$ cat src/hdl/pfm_pkg.sv
package pfm_pkg;

  // ---------------------------------------------------------------
  // register map
  // ---------------------------------------------------------------
  localparam int unsigned ADDR_W         = 8;
  localparam logic [7:0]  OFS_SETTING    = 8'h00;
  localparam logic [7:0]  OFS_CONTROL    = 8'h04;
  localparam logic [7:0]  OFS_STATUS     = 8'h08;

  // ---------------------------------------------------------------
  // field positions
  // ---------------------------------------------------------------
  localparam int unsigned CTRL_ENABLE_BIT  = 0;
  localparam int unsigned STAT_ACTIVE_BIT  = 0;
  localparam int unsigned STAT_LEVEL_BIT   = 1;
  localparam int unsigned STAT_PENDING_BIT = 2;
  localparam int unsigned WIDTH_BYTE       = 2;
  localparam int unsigned INV_BIT          = 7;

  // ---------------------------------------------------------------
  // reset values
  // ---------------------------------------------------------------
  localparam logic [31:0] SETTING_RESET  = 32'h0000_0000;
  localparam logic        ENABLE_RESET   = 1'b0;
  localparam logic [2:0]  PRESC_RESET    = 3'h0;
  localparam logic [15:0] COUNT_RESET    = 16'h0000;
  localparam logic [31:0] RDATA_RESET    = 32'h0000_0000;

  // ---------------------------------------------------------------
  // timing: bus answers with no wait state
  // ---------------------------------------------------------------
  localparam int unsigned APB_WAIT_CYCLES = 0;

  // ---------------------------------------------------------------
  // types
  // ---------------------------------------------------------------
  typedef struct packed {
    logic        output_invert_flag;
    logic [6:0]  rsvd;
    logic [7:0]  width;
    logic [15:0] period;
  } pfm_setting_t;

  typedef struct packed {
    logic                psel;
    logic                penable;
    logic                pwrite;
    logic [ADDR_W-1:0]   paddr;
    logic [31:0]         pwdata;
    logic [3:0]          pstrb;
  } pfm_apb_req_t;

  typedef enum logic [1:0] {
    REG_SETTING = 2'b00,
    REG_CONTROL = 2'b01,
    REG_STATUS  = 2'b10,
    REG_NONE    = 2'b11
  } pfm_reg_t;

endpackage : pfm_pkg

$ cat src/hdl/pfm_channel.sv
`timescale 1ns/100ps
module pfm_channel (
  input  wire logic        CORE_CLK,
  input  wire logic        RESETN,
  input  wire logic        PSEL,
  input  wire logic        PENABLE,
  input  wire logic        PWRITE,
  input  wire logic [7:0]  PADDR,
  input  wire logic [31:0] PWDATA,
  input  wire logic [3:0]  PSTRB,
  output logic             PREADY,
  output logic [31:0]      PRDATA,
  output logic             PSLVERR,
  input  wire logic [1:0]  COUNTER_CLOCK_SELECT,
  output logic             PULSE_FREQ_CHANNEL
);

  // ---------------------------------------------------------------
  // helpers
  // ---------------------------------------------------------------
  function automatic pfm_pkg::pfm_reg_t pfm_decode(input logic [7:0] addr);
    pfm_pkg::pfm_reg_t r;
    r = pfm_pkg::REG_NONE;
    if (addr == pfm_pkg::OFS_SETTING) begin
      r = pfm_pkg::REG_SETTING;
    end else if (addr == pfm_pkg::OFS_CONTROL) begin
      r = pfm_pkg::REG_CONTROL;
    end else if (addr == pfm_pkg::OFS_STATUS) begin
      r = pfm_pkg::REG_STATUS;
    end
    return r;
  endfunction : pfm_decode

  // width counter runs for the low part, so zero flag lasts width ticks
  function automatic logic [15:0] pfm_width_load(input pfm_pkg::pfm_setting_t s);
    logic [15:0] w;
    w = {8'h00, s.width};
    if (s.width == 8'h00) begin
      pfm_width_load = s.period | 16'h0001;
    end else if (w >= s.period) begin
      pfm_width_load = pfm_pkg::COUNT_RESET;
    end else begin
      pfm_width_load = s.period - w;
    end
  endfunction : pfm_width_load

  function automatic logic [7:0] pfm_merge(input logic [7:0] old_b,
                                           input logic [7:0] new_b,
                                           input logic       strb);
    return strb ? new_b : old_b;
  endfunction : pfm_merge

  // ---------------------------------------------------------------
  // apb decode
  // ---------------------------------------------------------------
  pfm_pkg::pfm_apb_req_t req;
  pfm_pkg::pfm_reg_t     sel_reg;
  logic                  wr_en;
  logic                  setup;

  assign req.psel    = PSEL;
  assign req.penable = PENABLE;
  assign req.pwrite  = PWRITE;
  assign req.paddr   = PADDR;
  assign req.pwdata  = PWDATA;
  assign req.pstrb   = PSTRB;

  assign sel_reg = pfm_decode(req.paddr);
  assign wr_en   = req.psel && req.penable && req.pwrite;
  assign setup   = req.psel && !req.penable;
  assign PREADY  = 1'b1;
  assign PSLVERR = req.psel && req.penable && (sel_reg == pfm_pkg::REG_NONE);

  // ---------------------------------------------------------------
  // setting storage
  // ---------------------------------------------------------------
  pfm_pkg::pfm_setting_t staged_q;
  pfm_pkg::pfm_setting_t staged_d;
  pfm_pkg::pfm_setting_t cfg_q;
  logic                  pending_q;
  logic                  set_wr;

  assign set_wr = wr_en && (sel_reg == pfm_pkg::REG_SETTING);

  always_comb begin
    staged_d = staged_q;
    for (int b = 0; b < 4; b++) begin
      staged_d[8*b +: 8] = pfm_merge(staged_q[8*b +: 8], req.pwdata[8*b +: 8],
                                     req.pstrb[b]);
    end
  end

  // staging keeps byte writes from tearing a running cycle
  always_ff @(posedge CORE_CLK) begin
    if (!RESETN) begin
      staged_q <= pfm_pkg::SETTING_RESET;
      cfg_q    <= pfm_pkg::SETTING_RESET;
    end else if (set_wr) begin
      staged_q <= staged_d;
      if (req.pstrb[pfm_pkg::WIDTH_BYTE]) begin
        cfg_q <= staged_d;
      end
    end
  end

  always_ff @(posedge CORE_CLK) begin
    if (!RESETN) begin
      pending_q <= 1'b0;
    end else if (set_wr) begin
      pending_q <= !req.pstrb[pfm_pkg::WIDTH_BYTE];
    end
  end

  // ---------------------------------------------------------------
  // control
  // ---------------------------------------------------------------
  logic enable_q;
  logic en_prev_q;
  logic start;

  // only enable lives here; settings are untouched by standby
  always_ff @(posedge CORE_CLK) begin
    if (!RESETN) begin
      enable_q <= pfm_pkg::ENABLE_RESET;
    end else if (wr_en && sel_reg == pfm_pkg::REG_CONTROL &&
                 req.pstrb[0]) begin
      enable_q <= req.pwdata[pfm_pkg::CTRL_ENABLE_BIT];
    end
  end

  always_ff @(posedge CORE_CLK) begin
    if (!RESETN) begin
      en_prev_q <= 1'b0;
    end else begin
      en_prev_q <= enable_q;
    end
  end

  assign start = enable_q && !en_prev_q;

  // ---------------------------------------------------------------
  // counter clock: strap option, divides core clock by 1,2,4,8
  // ---------------------------------------------------------------
  logic [1:0] csel_s1_q;
  logic [1:0] csel_s2_q;
  logic [2:0] presc_q;
  logic [2:0] presc_mask;
  logic       tick;

  always_ff @(posedge CORE_CLK) begin
    if (!RESETN) begin
      csel_s1_q <= 2'h0;
      csel_s2_q <= 2'h0;
    end else begin
      csel_s1_q <= COUNTER_CLOCK_SELECT;
      csel_s2_q <= csel_s1_q;
    end
  end

  assign presc_mask = 3'((4'h1 << csel_s2_q) - 4'h1);
  // tick is the only time base, so cpu clock modes do not matter
  assign tick = enable_q && !start &&
                ((presc_q & presc_mask) == presc_mask);

  always_ff @(posedge CORE_CLK) begin
    if (!RESETN || !enable_q) begin
      presc_q <= pfm_pkg::PRESC_RESET;
    end else begin
      presc_q <= 3'(presc_q + 3'h1);
    end
  end

  // ---------------------------------------------------------------
  // counters
  // ---------------------------------------------------------------
  logic [15:0] per_q;
  logic [15:0] wid_q;
  logic        reload;
  logic        zero;

  assign reload = tick && (per_q <= 16'h0001);
  assign zero   = (wid_q == 16'h0000);

  always_ff @(posedge CORE_CLK) begin
    if (!RESETN) begin
      per_q <= pfm_pkg::COUNT_RESET;
    end else if (start || reload) begin
      per_q <= cfg_q.period;
    end else if (tick) begin
      per_q <= per_q - 16'h0001;
    end
  end

  always_ff @(posedge CORE_CLK) begin
    if (!RESETN) begin
      wid_q <= pfm_pkg::COUNT_RESET;
    end else if (start || reload) begin
      wid_q <= pfm_width_load(cfg_q);
    end else if (tick && !zero) begin
      wid_q <= wid_q - 16'h0001;
    end
  end

  // ---------------------------------------------------------------
  // output
  // ---------------------------------------------------------------
  logic out_q;

  always_ff @(posedge CORE_CLK) begin
    if (!RESETN) begin
      out_q <= 1'b0;
    end else if (!enable_q || start) begin
      out_q <= cfg_q.output_invert_flag;
    end else begin
      out_q <= zero ^ cfg_q.output_invert_flag;
    end
  end

  assign PULSE_FREQ_CHANNEL = out_q;

  // ---------------------------------------------------------------
  // read data, captured in setup phase
  // ---------------------------------------------------------------
  logic [31:0] rdata_q;
  logic [31:0] rdata_d;

  always_comb begin
    rdata_d = pfm_pkg::RDATA_RESET;
    unique case (sel_reg)
      pfm_pkg::REG_CONTROL: rdata_d[pfm_pkg::CTRL_ENABLE_BIT] = enable_q;
      pfm_pkg::REG_STATUS: begin
        rdata_d[pfm_pkg::STAT_ACTIVE_BIT]  = en_prev_q;
        rdata_d[pfm_pkg::STAT_LEVEL_BIT]   = out_q;
        rdata_d[pfm_pkg::STAT_PENDING_BIT] = pending_q;
      end
      pfm_pkg::REG_SETTING: rdata_d = pfm_pkg::RDATA_RESET;
      pfm_pkg::REG_NONE:    rdata_d = pfm_pkg::RDATA_RESET;
    endcase
  end

  always_ff @(posedge CORE_CLK) begin
    if (!RESETN) begin
      rdata_q <= pfm_pkg::RDATA_RESET;
    end else if (setup && !req.pwrite) begin
      rdata_q <= rdata_d;
    end
  end

  assign PRDATA = rdata_q;

  // ---------------------------------------------------------------
  // assertions
  // ---------------------------------------------------------------
  property p_start_load;
    @(posedge CORE_CLK) disable iff (!RESETN)
    start |=> (per_q == $past(cfg_q.period)) && (wid_q == $past(pfm_width_load(cfg_q)));
  endproperty
  a_start_load: assert property (p_start_load)
    else $error("counters not loaded together on start");

  property p_zero_holds;
    @(posedge CORE_CLK) disable iff (!RESETN)
    (enable_q && zero && !reload && !start) |=> zero;
  endproperty
  a_zero_holds: assert property (p_zero_holds)
    else $error("width counter left zero without reload");

  property p_reload;
    @(posedge CORE_CLK) disable iff (!RESETN)
    (reload && !start) |=> (per_q == $past(cfg_q.period)) &&
                           (wid_q == $past(pfm_width_load(cfg_q)));
  endproperty
  a_reload: assert property (p_reload)
    else $error("period end did not reload both counters");

  property p_polarity;
    @(posedge CORE_CLK) disable iff (!RESETN)
    (enable_q && !start) |=> (PULSE_FREQ_CHANNEL == ($past(zero) ^ $past(cfg_q.output_invert_flag)));
  endproperty
  a_polarity: assert property (p_polarity)
    else $error("output does not follow zero flag and invert");

  property p_reset_low;
    @(posedge CORE_CLK) disable iff (!RESETN)
    $rose(RESETN) |-> (!PULSE_FREQ_CHANNEL && !enable_q);
  endproperty
  a_reset_low: assert property (p_reset_low)
    else $error("not in standby with low output after reset");

  property p_partial;
    @(posedge CORE_CLK) disable iff (!RESETN)
    (set_wr && !req.pstrb[pfm_pkg::WIDTH_BYTE]) |=> $stable(cfg_q);
  endproperty
  a_partial: assert property (p_partial)
    else $error("setting committed without width byte");

  property p_standby_out;
    @(posedge CORE_CLK) disable iff (!RESETN)
    !enable_q |=> (PULSE_FREQ_CHANNEL == $past(cfg_q.output_invert_flag)) && (presc_q == 3'h0);
  endproperty
  a_standby_out: assert property (p_standby_out)
    else $error("standby output not at invert level");

  property p_keep;
    @(posedge CORE_CLK) disable iff (!RESETN)
    (!enable_q && !set_wr) |=> $stable(cfg_q) && $stable(staged_q);
  endproperty
  a_keep: assert property (p_keep)
    else $error("standby changed stored setting");

  property p_no_readback;
    @(posedge CORE_CLK) disable iff (!RESETN)
    (PSEL && PENABLE && !PWRITE && sel_reg == pfm_pkg::REG_SETTING) |-> (PRDATA == 32'h0);
  endproperty
  a_no_readback: assert property (p_no_readback)
    else $error("setting register read back nonzero");

  property p_decrement;
    @(posedge CORE_CLK) disable iff (!RESETN)
    (tick && !reload && !zero) |=> (wid_q == $past(wid_q) - 16'h1) &&
                                   (per_q == $past(per_q) - 16'h1);
  endproperty
  a_decrement: assert property (p_decrement)
    else $error("counters did not decrement by one");

  // width of the running cycle; a mid-cycle write does not count yet
  logic [7:0] run_width_q;

  always_ff @(posedge CORE_CLK) begin
    if (!RESETN) begin
      run_width_q <= 8'h00;
    end else if (start || reload) begin
      run_width_q <= cfg_q.width;
    end
  end

  property p_width_zero;
    @(posedge CORE_CLK) disable iff (!RESETN)
    (enable_q && !start && run_width_q == 8'h00) |=> (PULSE_FREQ_CHANNEL == $past(cfg_q.output_invert_flag));
  endproperty
  a_width_zero: assert property (p_width_zero)
    else $error("zero width not constant at invert level");

endmodule : pfm_channel

$ cat config.mk
export PLATFORM = sky130hd
export DESIGN_NAME = pfm_channel
export DESIGN_NICKNAME = d
export VERILOG_FILES = /design/src/hdl/pfm_pkg.sv /design/src/hdl/pfm_channel.sv
export SDC_FILE = /design/constraint.sdc
export NUM_CORES = 1
export LEC_CHECK = 0
export BUFFER_PORTS_ARGS = -buffer_cell sky130_fd_sc_hd__buf_4
export CAP_MARGIN = 20
export CORE_UTILIZATION = 32
export CTS_CLUSTER_DIAMETER = 50
export CTS_CLUSTER_SIZE = 16
export DETAILED_ROUTE_END_ITERATION = 7
export GPL_TIMING_DRIVEN = 0
export PLACE_DENSITY = 0.62
export SYNTH_ARGS = -nofsm -noshare
export SYNTH_HDL_FRONTEND = slang
export SYNTH_SLANG_ARGS = --single-unit
$ cat constraint.sdc
create_clock -name CORE_CLK -period 3.9 [get_ports CORE_CLK]
set_input_delay 0.585 -clock CORE_CLK [delete_from_list [all_inputs] [get_ports CORE_CLK]]
set_output_delay 0.585 -clock CORE_CLK [all_outputs]
set_load 0.05 [all_outputs]
==> flow_summary_export.csv <==
group,metric,value,unit
logic_synthesis,synthFlopType,"dfxtp_1",
worst_setup_path,crit_fanout,8,
worst_setup_path,crit_required,4.21,ns
floorplan,die_w,126,um
timing,clock_skew,0.0113,ns
drt,drc,0,
pwr,powerDensity,328,mW/mm2
timing,rsz0062_at_grt,"false",
logic_synthesis,syn_inst,631,
clock_tree,path_clk_slew,0.07,ns
pwr,ir_drop,0.229,mV
finish,drive_gt1_frac,0.152,
logic_synthesis,yosysSeqAreaShare,0.355,
floorplan,rows,45,
finish,most-common-layout-cells,"dfxtp_1 (88), buf_4 (78), nand2_1 (74)",
pwr,leakage,2.41,nW
drt,wl_per_cell,14.6,um
drt,wl,13300,um
placement,portBuffers,46,
timing,max_freq,0.329,GHz
timing,final-setup-viol-count,0,
timing,relSlewSlack,0.449,
outcome,outcome,"finished clean",
worst_setup_path,slowest_delay,0.51,ns
logic_synthesis,ys_ff_latch,88,
global_routing,grt_max_degree,19,
global_routing,grt_pass1_vias,4238,
timing,max_slew.worst_pin.slew,0.819,ns
timing,slew_violations,0,
worst_setup_path,path_class,"reg -> reg",
finish,num_antenna_cells,0,
worst_setup_path,cp_slowest_cell,"o21ai_0",
clock_tree,clk_path_buf_depth,2,
global_routing,antenna_found_initial,0,
drt,drt-initial-drc-count,302,
finish,final_util,0.393,
clock_tree,clock-sinks,88,
timing,fin_crit_sh,0.779,
floorplan,fp.dieH,126,um
placement,gp_congestion,0.870,
logic_synthesis,synth_edf_count,0,
finish,multi_input_comb_area,0.00288,mm2
logic_synthesis,synth_cell_type_count,53,
clock_tree,cts_setup_buffers,0,
worst_setup_path,worstPathArrival,3.35,ns
worst_hold_path,hold_class,"in -> reg",
finish,nNetsFinal,781,
clock_tree,cts_resized,0,
finish,syn2layout_area_growth,19.9,%
timing,final.setup.tns,0,ns
finish,seqCellArea,0.00176,mm2
worst_setup_path,path_cells,"inv_1 > ha_1 > fa_1 > nand2b_1 > a211oi_1 > nor3_1 > o21ai_0 > o21ai_1 > a21oi_1 > o221a_2",
finish,fillers,1566,
floorplan,io_pins,86,
global_routing,track_usage,0.174,
clock_tree,cts_root_buffer,"clkbuf_16",
logic_synthesis,synth-async-reset-ratio,0,
global_routing,grt_first_pass_wirelength,21700,um
drt,avgViaCountPerCell,4.95,
global_routing,grt-ovfl-total,0,
clock_tree,clkLatencyLatePin,0.37,ns
timing,hold_viol_final,0,
floorplan,initial_utilization,0.327,
worst_setup_path,cp-end-kind,"flip-flop",
logic_synthesis,yosys_warnings,0,
timing,fin_crit,3.04,ns
floorplan,core_area,0.0151,mm2
clock_tree,numCtsBuffers,9,
drt,dr.pass1.iters,5,
placement,dp_hpwl,9880,um
logic_synthesis,avgSynthCellArea,7.86,um2
floorplan,dieArea,0.0160,mm2
clock_tree,cts_tree,"done",
run,maxCapViolations,0,
drt,vias,4500,
finish,final_common_cell,"dfxtp_1",
clock_tree,cts_max_level,3,
worst_setup_path,cp-start-kind,"flip-flop",
clock_tree,postCtsHoldBufs,0,
logic_synthesis,syn_area,0.00496,mm2
drt,antenna_left,0,
-- report_power, final --
part / total (mW) / internal, mW / leakage (nW) / switching (mW)
combinational: 0.175 / 0.0626 / 1.56 / 0.113
sequential: 0.901 / 0.900 / 0.709 / 0.000724
clock: 0.877 / 0.451 / 0.142 / 0.426
-- flip-flops by register name, summed over array words and instances (netlist names) --
register and flops:
PRDATA 3, PULSE_FREQ_CHANNEL 1, cfg_q 25, csel_s1_q 2
csel_s2_q 2, en_prev_q 1, enable_q 1, pending_q 1
per_q 16, presc_q 3, staged_q 17, wid_q 16
-- routing by layer --
| layer | global-route usage | vias up | wire (um) |
|---|---|---|---|
| met4 | 0.0829 | 0 | 338 |
| met5 | 0 | - | 0 |
| met3 | 0.0329 | 22 | 598 |
| li1 | - | 2347 | - |
| met2 | 0.274 | 106 | 5920 |
| met1 | 0.228 | 2025 | 6440 |
-- synthesized netlist by cell type, types with 4 or more instances --
cell type,instances,area (um2)
nand3_1,26,130
and2_1,11,68.8
a21o_1,4,30.0
dfxtp_1,88,1760
clkbuf_1,30,113
a21oi_1,66,330
nand3b_1,4,30.0
mux2i_1,18,180
a211oi_1,22,165
nor3b_1,6,45.0
buf_4,32,240
nor2_1,62,233
xor2_1,19,166
inv_1,16,60.1
a31oi_1,4,25.0
o21ai_0,27,135
nor4_1,9,56.3
nand2b_1,6,37.5
a21boi_0,4,30.0
xnor2_1,11,96.3
ha_1,12,150
nand2_1,74,278
o221a_2,4,45.0
nor3_1,15,75.1
or4_1,4,30.0
o211ai_1,5,37.5
-- cells by family after synthesis --
logic type,count (synthesis),share of synthesized area
simple gates,238,0.229
compound gates,161,0.204
flops,88,0.355
buf+inv,81,0.0863
xor+xnor,30,0.0530
mux,18,0.0363
fa+ha+maj,13,0.0343
other cells,2,0.00151
-- critical path, delay by kind of cell, from the launching register on --
kind | cells | cell delay [ns]
fa+ha+maj | 2 | 0.62
simple gates | 2 | 0.26
buf+inv | 1 | 0.08
flops | 1 | 0.39
compound gates | 5 | 1.63
-- worst paths after layout --
check / startpoint / endpoint / slack [ns] / cells after the start
worst max-delay path: cfg_q[0] / wid_q[7] / 0.86 / 10
worst min register to register: csel_s1_q[1] / csel_s2_q[1] / 0.43 / 1
worst min-delay path: COUNTER_CLOCK_SELECT[0] / csel_s1_q[0] / 0.43 / 2
worst max register to register: cfg_q[0] / wid_q[7] / 0.86 / 10
-- final cells by class --
cell class,count,share of cell area
clock inverter,7,0.0118
multi-input combinational,490,0.484
sequential,88,0.296
timing repair buffer,47,0.0589
buffer,65,0.0619
clock buffer,9,0.0379
inverter,16,0.0101
tap,188,0.0396
-- through the flow --
stage,hold WS [ns],setup slack [ns],instances,area (um2),power [mW]
after floorplan,0.412,1.44,659,5060,1.04
after global placement,0.418,0.531,893,5650,1.10
after detailed placement,0.419,0.456,893,5650,1.10
after CTS,0.431,0.822,909,5940,1.97
after global routing,0.431,0.619,910,5950,2.01
final,0.432,0.860,910,5950,1.95
Note: power is estimated with default switching activity, not from simulation.
